[config.mk]
export PLATFORM = sky130hd
export DESIGN_NAME = dfb_mem_if
export DESIGN_NICKNAME = d
export VERILOG_FILES = /design/src/verilog/dfb_pkg.sv /design/src/verilog/dfb_fifo.sv /design/src/verilog/dfb_mem_if.sv
export SDC_FILE = /design/constraint.sdc
export NUM_CORES = 1
export LEC_CHECK = 0
export ABC_AREA = 1
export BUFFER_PORTS_ARGS = -buffer_cell sky130_fd_sc_hd__buf_4
export CORE_UTILIZATION = 65
export CTS_CLUSTER_SIZE = 24
export DETAILED_ROUTE_END_ITERATION = 8
export PLACE_DENSITY = 0.88
export REMOVE_ABC_BUFFERS = 1
export SLEW_MARGIN = 20
export SYNTH_ARGS = -nofsm -noshare
export SYNTH_HDL_FRONTEND = slang
export SYNTH_HIERARCHICAL = 1
export SYNTH_SLANG_ARGS = --single-unit
[constraint.sdc]
create_clock -name sys_clk -period 7 [get_ports sys_clk]
set_input_delay 0.7 -clock sys_clk [delete_from_list [all_inputs] [get_ports sys_clk]]
set_output_delay 0.7 -clock sys_clk [all_outputs]
set_load 0.02 [all_outputs]
[src/verilog/dfb_pkg.sv]
`default_nettype none
// ==========================================================
// shared constants of the frame-buffer memory interface
package dfb_pkg;
   // data path widths
   localparam int DATA_W     = 16;   // frame buffer bus width
   localparam int BE_W       = 2;    // byte lanes
   localparam int FIFO_DEPTH = 32;   // write fifo depth in words
   localparam int ADDR_W     = 11;   // memory address pins
   localparam int EDO_ADDR_W = 10;   // pins used with edo memory
   localparam int ROW_W      = 11;   // row bits of word address
   localparam int COL_W      = 8;    // column bits of word address
   localparam int WADDR_W    = ROW_W + COL_W;
   // clock and times
   localparam int SYS_CLK_PS     = 4000;     // sys_clk period
   localparam int REF_PERIOD_NS  = 7800;     // refresh interval
   localparam int REF_CYCLES     = (REF_PERIOD_NS * 1000) / SYS_CLK_PS;
   localparam int INIT_WAIT_NS   = 100000;   // power-up pause
   localparam int INIT_CYCLES    =
      (INIT_WAIT_NS * 1000 + SYS_CLK_PS - 1) / SYS_CLK_PS;
   // command spacing, counted in memory clock ticks
   localparam logic [3:0] T_RCD   = 4'h2;   // activate to command
   localparam logic [3:0] CAS_LAT = 4'h2;   // read latency
   localparam logic [3:0] T_WR    = 4'h2;   // write hold
   localparam logic [3:0] T_RP    = 4'h2;   // precharge recovery
   localparam logic [3:0] T_RFC   = 4'h8;   // refresh duration
   localparam logic [1:0] INIT_REFS = 2'h2; // refreshes at init
   // mode word: burst of one, cas latency two
   localparam logic [10:0] MODE_WORD = 11'h020;
   localparam int          AP_BIT    = 10;  // auto precharge pin
   // controller states
   typedef enum logic [2:0] {
      DFB_POWERUP, DFB_PRECHG, DFB_MRS, DFB_IDLE,
      DFB_ACT, DFB_CMD, DFB_REF, DFB_RECOV
   } dfb_state_t;
endpackage
`default_nettype wire

[src/verilog/dfb_fifo.sv]
`timescale 1ns/1ps
`default_nettype none
// ==========================================================
// synchronous fifo, flip-flop storage, valid/ready both sides
module dfb_fifo #(
   parameter int W     = 18,
   parameter int DEPTH = 32
) (
   input  wire logic         sys_clk,
   input  wire logic         rst_n,
   input  wire logic         in_valid,
   output logic              in_ready,
   input  wire logic [W-1:0] in_data,
   output logic              out_valid,
   input  wire logic         out_ready,
   output logic      [W-1:0] out_data
);
   localparam int PW = $clog2(DEPTH);
   logic [W-1:0] mem [DEPTH];   // storage
   logic [PW:0]  wr_ptr;        // write pointer with wrap bit
   logic [PW:0]  rd_ptr;        // read pointer with wrap bit
   logic         push;
   logic         pop;

   // full when pointers differ only in wrap bit
   assign in_ready  = !((wr_ptr[PW] != rd_ptr[PW]) &&
                        (wr_ptr[PW-1:0] == rd_ptr[PW-1:0]));
   assign out_valid = (wr_ptr != rd_ptr);
   assign push      = in_valid && in_ready;
   assign pop       = out_valid && out_ready;
   assign out_data  = mem[rd_ptr[PW-1:0]];

   // ==========================================================
   // pointers
   always_ff @(posedge sys_clk or negedge rst_n) begin
      if (!rst_n) begin
         wr_ptr <= '0;
         rd_ptr <= '0;
      end else begin
         if (push) wr_ptr <= wr_ptr + 1'b1;
         if (pop)  rd_ptr <= rd_ptr + 1'b1;
      end
   end

   // storage write
   always_ff @(posedge sys_clk) begin
      if (push) mem[wr_ptr[PW-1:0]] <= in_data;
   end
endmodule
`default_nettype wire

[src/verilog/dfb_mem_if.sv]
`timescale 1ns/1ps
`default_nettype none
module dfb_mem_if #(
   parameter int INIT_WAIT = dfb_pkg::INIT_CYCLES  // power-up cycles
) (
   input  wire logic                        sys_clk,
   input  wire logic                        rst_n,
   input  wire logic                        sdram_sel,
   input  wire logic                        dual_scan_en,
   input  wire logic                        frame_start,
   input  wire logic                        pix_valid,
   output logic                             pix_ready,
   input  wire logic [dfb_pkg::DATA_W-1:0]  pix_data,
   input  wire logic [dfb_pkg::BE_W-1:0]    pix_be,
   input  wire logic                        rd_req,
   output logic                             rd_valid,
   input  wire logic                        rd_ready,
   output logic      [dfb_pkg::DATA_W-1:0]  rd_data,
   output logic      [dfb_pkg::ADDR_W-1:0]  mem_addr_bus,
   input  wire logic [dfb_pkg::DATA_W-1:0]  frame_buffer_bus_in,
   output logic      [dfb_pkg::DATA_W-1:0]  frame_buffer_bus_out,
   output logic                             frame_buffer_bus_oe,
   output logic                             upper_byte_mask,
   output logic                             lower_byte_mask,
   output logic                             upper_column_strobe_n,
   output logic                             lower_column_strobe_n,
   output logic                             row_strobe_n,
   output logic                             write_en_n,
   output logic                             oe_bank_n,
   output logic                             chip_sel_n,
   output logic                             mem_clk,
   output logic                             mem_clk_en
);
   import dfb_pkg::*;

   // ==========================================================
   // declarations
   localparam int FW = DATA_W + BE_W;       // fifo word: be + data
   dfb_state_t         state;               // controller state
   logic [3:0]         wait_cnt;            // tick countdown
   logic [19:0]        init_cnt;            // power-up pause
   logic [15:0]        ref_cnt;             // refresh interval
   logic               ref_due;             // refresh pending
   logic [1:0]         init_refs;           // init refreshes left
   logic               op_read;             // current op is a read
   logic               last_read;           // fairness memory
   logic [WADDR_W-1:0] wr_addr;             // next write word
   logic [WADDR_W-1:0] rd_addr;             // next read word
   logic [WADDR_W-1:0] op_addr;             // word of current op
   logic               tick;                // memory clock fall
   logic               ref_start;           // refresh issued
   logic               fifo_valid;          // fifo has a word
   logic               fifo_pop;            // take fifo word
   logic [FW-1:0]      fifo_word;           // be + data
   logic               want_rd;             // refresh half needs data
   logic               grant_rd;            // read wins arbitration
   logic               grant_wr;            // write wins arbitration

   // ==========================================================
   // write fifo in front of the memory
   dfb_fifo #(
      .W     (FW),
      .DEPTH (FIFO_DEPTH)
   ) u_fifo (
      .sys_clk   (sys_clk),
      .rst_n     (rst_n),
      .in_valid  (pix_valid),
      .in_ready  (pix_ready),
      .in_data   ({pix_be, pix_data}),
      .out_valid (fifo_valid),
      .out_ready (fifo_pop),
      .out_data  (fifo_word)
   );

   // ==========================================================
   // memory clock: half of sys_clk; pins change on its fall
   always_ff @(posedge sys_clk or negedge rst_n) begin
      if (!rst_n) mem_clk <= 1'b0;
      else        mem_clk <= !mem_clk;
   end
   assign tick = mem_clk;

   // clock enable stays high: no power-down or suspend used
   assign mem_clk_en = 1'b1;

   // ==========================================================
   // arbitration between live writes and refresh reads
   assign want_rd  = rd_req && !rd_valid;
   assign grant_rd = dual_scan_en && want_rd &&
                     (!fifo_valid || !last_read);
   assign grant_wr = dual_scan_en && fifo_valid && !grant_rd;
   // pop when the write hold ends, or discard when memory is not in use
   assign fifo_pop = tick && ((state == DFB_CMD && !op_read &&
                     wait_cnt == 4'h0) ||
                     (state == DFB_IDLE && !dual_scan_en &&
                      fifo_valid));
   assign ref_start = tick && state == DFB_IDLE &&
                      (ref_due || init_refs != 2'h0);

   // ==========================================================
   // power-up pause
   always_ff @(posedge sys_clk or negedge rst_n) begin
      if (!rst_n)                   init_cnt <= '0;
      else if (state == DFB_POWERUP) init_cnt <= init_cnt + 1'b1;
   end

   // ==========================================================
   // refresh interval timer; a new request wins over the clear
   always_ff @(posedge sys_clk or negedge rst_n) begin
      if (!rst_n) begin
         ref_cnt <= '0;
         ref_due <= 1'b0;
      end else begin
         if (ref_cnt == 16'(REF_CYCLES - 1)) begin
            ref_cnt <= '0;
            ref_due <= 1'b1;
         end else begin
            ref_cnt <= ref_cnt + 1'b1;
            if (ref_start) ref_due <= 1'b0;
         end
      end
   end

   // ==========================================================
   // frame buffer word addresses, restarted each frame
   always_ff @(posedge sys_clk or negedge rst_n) begin
      if (!rst_n) begin
         wr_addr <= '0;
         rd_addr <= '0;
      end else if (frame_start) begin
         wr_addr <= '0;
         rd_addr <= '0;
      end else if (tick && state == DFB_IDLE && !ref_start) begin
         if (grant_rd)      rd_addr <= rd_addr + 1'b1;
         else if (grant_wr) wr_addr <= wr_addr + 1'b1;
      end
   end

   // ==========================================================
   // refresh-half read data holding register
   always_ff @(posedge sys_clk or negedge rst_n) begin
      if (!rst_n) begin
         rd_valid <= 1'b0;
         rd_data  <= '0;
      end else if (tick && state == DFB_CMD && op_read &&
                   wait_cnt == 4'h0) begin
         rd_valid <= 1'b1;                 // capture after latency
         rd_data  <= frame_buffer_bus_in;
      end else if (rd_valid && rd_ready) begin
         rd_valid <= 1'b0;
      end
   end

   // ==========================================================
   // controller and memory pins, updated on memory clock fall
   always_ff @(posedge sys_clk or negedge rst_n) begin
      if (!rst_n) begin
         state                 <= DFB_POWERUP;
         wait_cnt              <= 4'h0;
         init_refs             <= INIT_REFS;
         op_read               <= 1'b0;
         last_read             <= 1'b0;
         op_addr               <= '0;
         mem_addr_bus          <= '0;
         frame_buffer_bus_out  <= '0;
         frame_buffer_bus_oe   <= 1'b0;
         upper_byte_mask       <= 1'b0;
         lower_byte_mask       <= 1'b0;
         upper_column_strobe_n <= 1'b1;
         lower_column_strobe_n <= 1'b1;
         row_strobe_n          <= 1'b1;
         write_en_n            <= 1'b1;
         oe_bank_n             <= 1'b1;
         chip_sel_n            <= 1'b1;
      end else if (tick) begin
         // default: no command, chip deselected
         chip_sel_n <= 1'b1;
         if (wait_cnt != 4'h0) wait_cnt <= wait_cnt - 1'b1;
         case (state)
            DFB_POWERUP: begin
               if (init_cnt >= 20'(INIT_WAIT)) begin
                  if (sdram_sel) begin
                     // precharge all banks
                     chip_sel_n   <= 1'b0;
                     row_strobe_n <= 1'b0;
                     write_en_n   <= 1'b0;
                     mem_addr_bus <= 11'(1 << AP_BIT);
                     oe_bank_n    <= 1'b0;
                     state        <= DFB_PRECHG;
                     wait_cnt     <= T_RP;
                  end else begin
                     state <= DFB_IDLE;
                  end
               end
            end
            DFB_PRECHG: begin
               row_strobe_n <= 1'b1;
               write_en_n   <= 1'b1;
               if (wait_cnt == 4'h0) begin
                  // load mode register
                  chip_sel_n            <= 1'b0;
                  row_strobe_n          <= 1'b0;
                  lower_column_strobe_n <= 1'b0;
                  write_en_n            <= 1'b0;
                  mem_addr_bus          <= MODE_WORD;
                  state                 <= DFB_MRS;
                  wait_cnt              <= T_RP;
               end
            end
            DFB_MRS: begin
               row_strobe_n          <= 1'b1;
               lower_column_strobe_n <= 1'b1;
               write_en_n            <= 1'b1;
               if (wait_cnt == 4'h0) state <= DFB_IDLE;
            end
            DFB_IDLE: begin
               upper_byte_mask <= 1'b0;
               lower_byte_mask <= 1'b0;
               if (ref_start) begin
                  // sdram auto refresh, edo cas-before-ras
                  if (init_refs != 2'h0) init_refs <= init_refs - 1'b1;
                  chip_sel_n            <= !sdram_sel;
                  row_strobe_n          <= !sdram_sel;
                  lower_column_strobe_n <= 1'b0;
                  upper_column_strobe_n <= sdram_sel;
                  state                 <= DFB_REF;
                  wait_cnt              <= T_RFC;
               end else if (grant_rd || grant_wr) begin
                  // activate the row of the chosen word
                  op_read      <= grant_rd;
                  last_read    <= grant_rd;
                  op_addr      <= grant_rd ? rd_addr : wr_addr;
                  chip_sel_n   <= !sdram_sel;
                  row_strobe_n <= 1'b0;
                  mem_addr_bus <= sdram_sel ?
                     (grant_rd ? rd_addr[WADDR_W-1:COL_W]
                               : wr_addr[WADDR_W-1:COL_W]) :
                     {1'b0, (grant_rd ? rd_addr[WADDR_W-2:COL_W]
                             : wr_addr[WADDR_W-2:COL_W])};
                  state        <= DFB_ACT;
                  wait_cnt     <= T_RCD;
               end
            end
            DFB_ACT: begin
               if (wait_cnt == 4'h0) begin
                  // column command; sdram auto precharges
                  chip_sel_n   <= !sdram_sel;
                  row_strobe_n <= sdram_sel;
                  mem_addr_bus <= {sdram_sel, 2'b00,
                                   op_addr[COL_W-1:0]};
                  write_en_n   <= op_read;
                  oe_bank_n    <= sdram_sel ? 1'b0 : !op_read;
                  if (op_read) begin
                     // both lanes kept open on reads
                     upper_byte_mask       <= 1'b0;
                     lower_byte_mask       <= 1'b0;
                     upper_column_strobe_n <= sdram_sel;
                     lower_column_strobe_n <= 1'b0;
                     wait_cnt              <= CAS_LAT;
                  end else begin
                     frame_buffer_bus_out  <= fifo_word[DATA_W-1:0];
                     frame_buffer_bus_oe   <= 1'b1;
                     // unwritten lanes masked (sdram) or not struck
                     upper_byte_mask       <= sdram_sel &&
                                              !fifo_word[FW-1];
                     lower_byte_mask       <= sdram_sel &&
                                              !fifo_word[FW-2];
                     upper_column_strobe_n <= sdram_sel ||
                                              !fifo_word[FW-1];
                     lower_column_strobe_n <= sdram_sel ?
                                              1'b0 : !fifo_word[FW-2];
                     wait_cnt              <= T_WR;
                  end
                  state <= DFB_CMD;
               end
            end
            DFB_CMD: begin
               // sdram sees one command; edo holds its strobes
               if (sdram_sel) begin
                  lower_column_strobe_n <= 1'b1;
                  write_en_n            <= 1'b1;
               end
               if (wait_cnt == 4'h0) begin
                  row_strobe_n          <= 1'b1;
                  upper_column_strobe_n <= 1'b1;
                  lower_column_strobe_n <= 1'b1;
                  write_en_n            <= 1'b1;
                  oe_bank_n             <= !sdram_sel;
                  frame_buffer_bus_oe   <= 1'b0;
                  state                 <= DFB_RECOV;
                  wait_cnt              <= T_RP;
               end
            end
            DFB_REF: begin
               // edo drops row strobe one tick after column strobe
               row_strobe_n <= sdram_sel;
               if (sdram_sel) lower_column_strobe_n <= 1'b1;
               if (wait_cnt == 4'h0) begin
                  row_strobe_n          <= 1'b1;
                  upper_column_strobe_n <= 1'b1;
                  lower_column_strobe_n <= 1'b1;
                  state                 <= DFB_RECOV;
                  wait_cnt              <= T_RP;
               end
            end
            DFB_RECOV: begin
               upper_byte_mask <= 1'b0;
               lower_byte_mask <= 1'b0;
               if (wait_cnt == 4'h0) state <= DFB_IDLE;
            end
            default: begin
               state <= DFB_IDLE;
            end
         endcase
      end
   end
endmodule
`default_nettype wire

==> flow_metrics.env, run 1 <==
export IMPL_async_flop_share_pct=21.6
export IMPL_synthCells=3054
export IMPL_p_sw_w=0.00218
export IMPL_combPwrFrac_pct=5.8
export IMPL_min_period_ps=4450
export IMPL_holdCritPathClass="in -> async"
export IMPL_fin_ws_ps=2550
export IMPL_grt_max_degree=132
export IMPL_core_area_um2=48800
export IMPL_final_cell_mix="nand2_1 (1102), edfxtp_1 (576), nand3_1 (393), dfrtp_1 (149), inv_1 (125)"
export IMPL_grt_pass1_wl_um=125000
export IMPL_status="completed"
export IMPL_hold_viol_final=0
export IMPL_area_delta_synth_final_pct=10.8
export IMPL_met2WireLength_um=39800
export IMPL_cellLeakagePower_nw=14.0
export IMPL_ys_seq_area_share_pct=66.3
export IMPL_start_util_pct=65.8
export IMPL_synth_top_area_share_pct=53.8
export IMPL_fin_tns_setup_ps=0
export IMPL_dp_hpwl_um=45800
export IMPL_cts_resized=0
export IMPL_power_density_nw_per_um2=267
export IMPL_die_w_um=224
export IMPL_numPortBuffers=96
export IMPL_cts_tree="done"
export IMPL_yosysTopAreaCell="edfxtp_1"
export IMPL_yosys_top_cells_area="edfxtp_1 (54%), nand2_1 (13%), dfrtp_1 (12%)"
export IMPL_power_clock_fraction_pct=41.9
export IMPL_fin_util_pct=72.9
export IMPL_synth_seq_cells=735
export IMPL_via_count=23500
export IMPL_p_sw_share_pct=23.0
export IMPL_p_total_w=0.00949
export IMPL_m1WireLength_um=29300
export IMPL_drtIter0Drc=3233
export IMPL_grtUsageTotal_pct=32.6
export IMPL_setup_violations=0
export IMPL_cts_sinks=735
export IMPL_worstPathArrival_ps=4930
export IMPL_drc=0
export IMPL_overflow=0
export IMPL_wire_per_inst_um=21.4
export IMPL_slew_headroom_pct=23.4
export IMPL_numCtsBuffers=75
export IMPL_num_rows=81
export IMPL_top_layer_used="met4"
export IMPL_yosys_warnings=6
export IMPL_skew_ps=25.0
export IMPL_synth_cell_type_count=54
export IMPL_root_buffer="clkbuf_16"
export IMPL_die_area_um2=50300
export IMPL_die_h_um=224
export IMPL_critPathLaunchType="flip-flop"
export IMPL_drive_above_1_share_pct=10.8
export IMPL_wirelength_um=81700
export IMPL_nets=3154
export IMPL_drt_pass1_iterations=8
export IMPL_cts_max_path_buffers=3
export IMPL_synth_area_per_cell_um2=10.5
export IMPL_first_global_vias=23200
export IMPL_ant_nets=0
export IMPL_holdBufCountCts=0
export IMPL_met3_length_um=8810
export IMPL_viasPerCell=6.16
export IMPL_fmax_mhz=225
export IMPL_critPathMaxFanout=131
export IMPL_layout_commonest_cell="nand2_1"
export IMPL_critPathKind="reg -> reg"
export IMPL_rsz0062_at_grt="false"
export IMPL_crit_path_end_kind="flip-flop"
export IMPL_drv_cap=0
export IMPL_ys_flop_type="edfxtp_1"
export IMPL_cts_setup_buffers=0
export IMPL_post_route_period_util_pct=63.6
export IMPL_clk_latency_ps=620
export IMPL_netlist_area_um2=32100
export IMPL_timing_final_max_slew_violations=0
export IMPL_synth_edf_count=576
export IMPL_required_ps=7480
export IMPL_finalWeightedCongestion=0.901
export IMPL_antenna_found_initial=1
export IMPL_path_clk_slew_ps=70
export IMPL_p_seq_share_pct=52.3
export IMPL_preCtsSetupSlack_ps=2660
export IMPL_htree_levels=3
export IMPL_io_pins=98
export IMPL_holdWs_ps=175
export IMPL_worst_pin_slew_ps=1150
export IMPL_antenna_cells=0
export IMPL_vdd_drop_max_v=0.000246
export IMPL_p_int_w=0.00731
## cell type report
cell class                 count  area, µm²
multi-input combinational   2032       9630
clock buffer                 104       2090
inverter                     141        544
fill                        3132      13300
sequential                   735      21300
tap                          664        831
timing repair buffer         113        852
clock inverter                35        354
## cell usage after synthesis, types with 20 or more instances
library cell     n
o21ai_0         72
nor2_4          27
nor3_1          36
buf_1           20
nand3_1        393
inv_1          125
clkbuf_1        40
nand2_1       1102
edfxtp_1       576
mux2_2          28
xor2_1          39
nor2_1         109
dfrtp_1        152
buf_2           70
nand4_1         33
a21oi_1         88
## power by group through the flow
| stage | Clock [W] | Combinational [W] | Sequential, W |
|---|---|---|---|
| 4_1_cts | 0.00402 | 0.000530 | 0.00496 |
| 3_3_place_gp | 0 | 0.000499 | 0.00504 |
| 2_1_floorplan | 0 | 0.000287 | 0.00503 |
| 3_5_place_dp | 0 | 0.000525 | 0.00505 |
| 5_1_grt | 0.00416 | 0.000591 | 0.00497 |
| 6_report | 0.00398 | 0.000550 | 0.00496 |
## metrics by stage
step / cell area, µm² / instances
after floorplan: 31400 / 2908
after global placement: 33100 / 3685
after detailed placement: 33100 / 3685
after CTS: 35600 / 3824
after global routing: 35600 / 3824
final: 35600 / 3824
## logic make-up (layout without fill, tap and decap cells)
group                      after synthesis  count (layout)  share of synthesized area, %
xor gates and xnor gates                48              48                          1.31
AOI/OAI and AO/OA                      200             200                          3.40
other                                    1               1                        0.0117
muxes                                   32              32                          1.12
buffers and inverters                  287             393                          4.00
adders and majority gates               14              14                         0.545
DFF                                    735             735                          66.3
and+or+nand+nor                       1737            1737                          23.4
## path summary, 6_finish.rpt
kind                                   from      endpoint  slack, ps  depth (start not counted)
setup / recovery           u_fifo/rd_ptr[0]    rd_addr[8]       2550                         14
hold / removal                        rst_n      state[0]        180                          1
setup reg to reg           u_fifo/rd_ptr[0]    rd_addr[8]       2550                         14
hold reg to reg                row_strobe_n  row_strobe_n        470                          2
max in group asynchronous             rst_n   ref_cnt[15]       5350                          2
min in group sys_clk               rd_ready      rd_valid        280                          2
## routing by layer
layer | track usage [%] | vias up
li1 | - | 10500
met1 | 41.8 | 11200
met2 | 53.6 | 1570
met3 | 6.52 | 290
met4 | 16.0 | 0
met5 | 0 | -
## sequential cells by signal (all words and copies together) (netlist names), 3 cells and up
register,count
ref_cnt,16
init_cnt,20
u_fifo/wr_ptr,6
mem_addr_bus,11
state,3
u_fifo/rd_ptr,6
rd_data,16
wr_addr,19
frame_buffer_bus_out,16
u_fifo/mem,576
rd_addr,19
op_addr,8
wait_cnt,4
## critical path, stage by stage (launching register included)
cell and delay, ps:
dfrtp_4 860, inv_8 420, nand2_1 150, nand2_1 90, nor2_4 150, nand3_2 270, nand2_1 140, nand4_1 80
buf_4 210, inv_1 460, nand2_1 180, nand2_1 500, inv_1 340, nor3_1 310, a21oi_1 110
(Power assumes the default switching activity.)
==> run 2: changes to the inputs <==
Settings changed: CORE_UTILIZATION 65 to 56, PLACE_DENSITY 0.88 to 0.81.
Clock period 7 ns to 3.85 ns, I/O delays scaled along.
==> run 2 against run 1 <==
Net effect: clock-buffer cell count shrank 3; first-iteration DRC count shrank 8.5%; wire length grew 2.0%; non-clock buffer count grew 34; sequential power grew 82%; global-route usage shrank 4.2 points; power grew 83%; critical endpoint is now frame_buffer_bus_out[6]; largest power group unchanged.
==> flow_metrics.env, run 2 (same netlist as run 1, synthesis figures left out) <==
export IMPL_drive_above_1_share_pct=11.3
export IMPL_required_ps=4360
export IMPL_critPathKind="reg -> reg"
export IMPL_num_rows=87
export IMPL_endpoint="frame_buffer_bus_out[6]"
export IMPL_drt_pass1_iterations=6
export IMPL_path_clk_slew_ps=70
export IMPL_wirelength_um=83300
export IMPL_grt_pass1_wl_um=129000
export IMPL_nets=3188
export IMPL_worst_pin_slew_ps=1120
export IMPL_power_density_nw_per_um2=482
export IMPL_dpl_cell_area_um2=33400
export IMPL_crit_path_end_kind="flip-flop"
export IMPL_layout_commonest_cell="nand2_1"
export IMPL_clk_latency_ps=620
export IMPL_hold_viol_final=0
export IMPL_grt_max_degree=213
export IMPL_design_area_um2=36000
export IMPL_final_cell_mix="nand2_1 (1102), edfxtp_1 (576), nand3_1 (393), dfrtp_1 (149), buf_4 (129)"
export IMPL_finalWeightedCongestion=0.909
export IMPL_post_route_period_util_pct=77.0
export IMPL_largest_reg_flops=576
export IMPL_fmax_mhz=337
export IMPL_area_delta_synth_final_pct=12.0
export IMPL_die_h_um=242
export IMPL_preCtsSetupSlack_ps=1010
export IMPL_p_int_w=0.0134
export IMPL_die_w_um=242
export IMPL_critPathMaxFanout=75
export IMPL_grtUsageTotal_pct=28.4
export IMPL_drv_cap=0
export IMPL_critical_path_max_stage_delay_ps=860
export IMPL_io_pins=98
export IMPL_dp_hpwl_um=48100
export IMPL_status="completed"
export IMPL_reg2reg_depth=8
export IMPL_root_buffer="clkbuf_16"
export IMPL_htree_levels=3
export IMPL_holdWs_ps=23.8
export IMPL_drtIter0Drc=2959
export IMPL_setup_violations=0
export IMPL_overflow=0
export IMPL_antenna_found_initial=1
export IMPL_crit_buf_inv=2
export IMPL_critPathLaunch="u_fifo/rd_ptr[1]"
export IMPL_reg2reg_slack_ps=890
export IMPL_cts_tree="done"
export IMPL_p_total_w=0.0173
export IMPL_fin_ws_ps=887
export IMPL_holdCritPathClass="in -> reg"
export IMPL_wire_per_inst_um=21.1
export IMPL_r2r_start="u_fifo/rd_ptr[1]"
export IMPL_rsz0062_at_grt="false"
export IMPL_p_sw_share_pct=22.8
export IMPL_critPathLaunchType="flip-flop"
export IMPL_combPwrFrac_pct=5.9
export IMPL_power_clock_fraction_pct=42.1
export IMPL_first_global_vias=22800
export IMPL_p_seq_share_pct=51.9
export IMPL_cts_sinks=735
export IMPL_cellLeakagePower_nw=14.2
export IMPL_rr_endpoint="frame_buffer_bus_out[6]"
export IMPL_p_sw_w=0.00396
export IMPL_timing_final_max_slew_violations=0
export IMPL_fin_tns_setup_ps=0
export IMPL_worst_path_stages=8
export IMPL_drc=0
export IMPL_path_cells="buf_4 > nor2_4 > buf_4 > a21oi_1 > nand3_1 > nand3_1 > nand2_1 > mux2_2"
export IMPL_numCtsBuffers=75
export IMPL_ant_nets=0
export IMPL_core_area_um2=56500
export IMPL_cts_resized=0
export IMPL_via_count=23500
export IMPL_numPortBuffers=96
export IMPL_cp_top_family="buffers and inverters"
export IMPL_viasPerCell=5.94
export IMPL_start_util_pct=56.9
export IMPL_cts_max_path_buffers=3
export IMPL_vdd_drop_max_v=0.000432
export IMPL_die_area_um2=58300
export IMPL_worstPathArrival_ps=3470
export IMPL_cts_setup_buffers=0
export IMPL_slew_headroom_pct=25.1
export IMPL_min_period_ps=2960
export IMPL_skew_ps=25.5
export IMPL_cpMaxStageDelayCell="buf_4"
-- run 2: worst min-delay path by stage --
stage | to | startpoint | slack (ps) | depth (start not counted)
after floorplan | frame_buffer_bus_oe | rst_n | 90 | 0
after global placement | row_strobe_n | row_strobe_n | 450 | 2
after detailed placement | row_strobe_n | row_strobe_n | 460 | 2
after CTS | rd_data[0] | frame_buffer_bus_in[0] | 0.7 | 2
after global routing | rd_data[8] | frame_buffer_bus_in[8] | 4 | 2
final | rd_data[12] | frame_buffer_bus_in[12] | 20 | 2
-- run 2: what timing repair did --
| action | 4_1_cts | 5_1_grt |
|---|---|---|
| setup endpoints to repair | 0 | 0 |
| endpoints found under the hold margin | 82 | 0 |
| hold buffers | 14 | 0 |
-- run 2: per-layer routing --
layer / GRT usage [%] / part of all wire [%] / wire [µm] / vias to the layer above
met3: 5.12 / 11 / 9050 / 232
met5: 0 / 0.019 / 16 / -
met2: 45.6 / 47 / 39500 / 1447
met4: 13.2 / 4.1 / 3380 / 2
li1: - / - / - / 10500
met1: 37.8 / 38 / 31300 / 11300
-- run 2: layout make-up --
| cell class | count | area [µm²] |
|---|---|---|
| Multi-Input combinational cell | 2032 | 9590 |
| Clock inverter | 38 | 400 |
| Fill cell | 4202 | 20500 |
| Sequential cell | 735 | 21300 |
| Inverter | 141 | 544 |
| Antenna cell | 1 | 2.50 |
| Clock buffer | 101 | 2050 |
| Tap cell | 756 | 946 |
| Timing Repair Buffer | 147 | 1170 |
-- run 2: stage by stage --
| step | instances | util, % |
|---|---|---|
| detailed placement | 3797 | 59.1 |
| finish | 3951 | 63.7 |
| floorplan | 2908 | - |
| CTS | 3950 | 63.7 |
| global placement | 3797 | 59.1 |
| global route | 3950 | 63.7 |
-- run 2: power by group through the flow --
stage	sequential, W	clock, W	combinational, W
2_1_floorplan	0.00915	0	0.000522
3_3_place_gp	0.00915	0	0.000964
3_5_place_dp	0.00917	0	0.000994
4_1_cts	0.00900	0.00736	0.00101
5_1_grt	0.00902	0.00768	0.00111
6_report	0.00901	0.00730	0.00103
-- run 2: worst register-to-register path, delay by kind of cell (launching register included) --
family | cells | cell delay (ps)
and+or+nand+nor | 4 | 560
buffers and inverters | 2 | 1240
muxes | 1 | 270
DFF | 1 | 430
AOI/OAI and AO/OA | 1 | 360
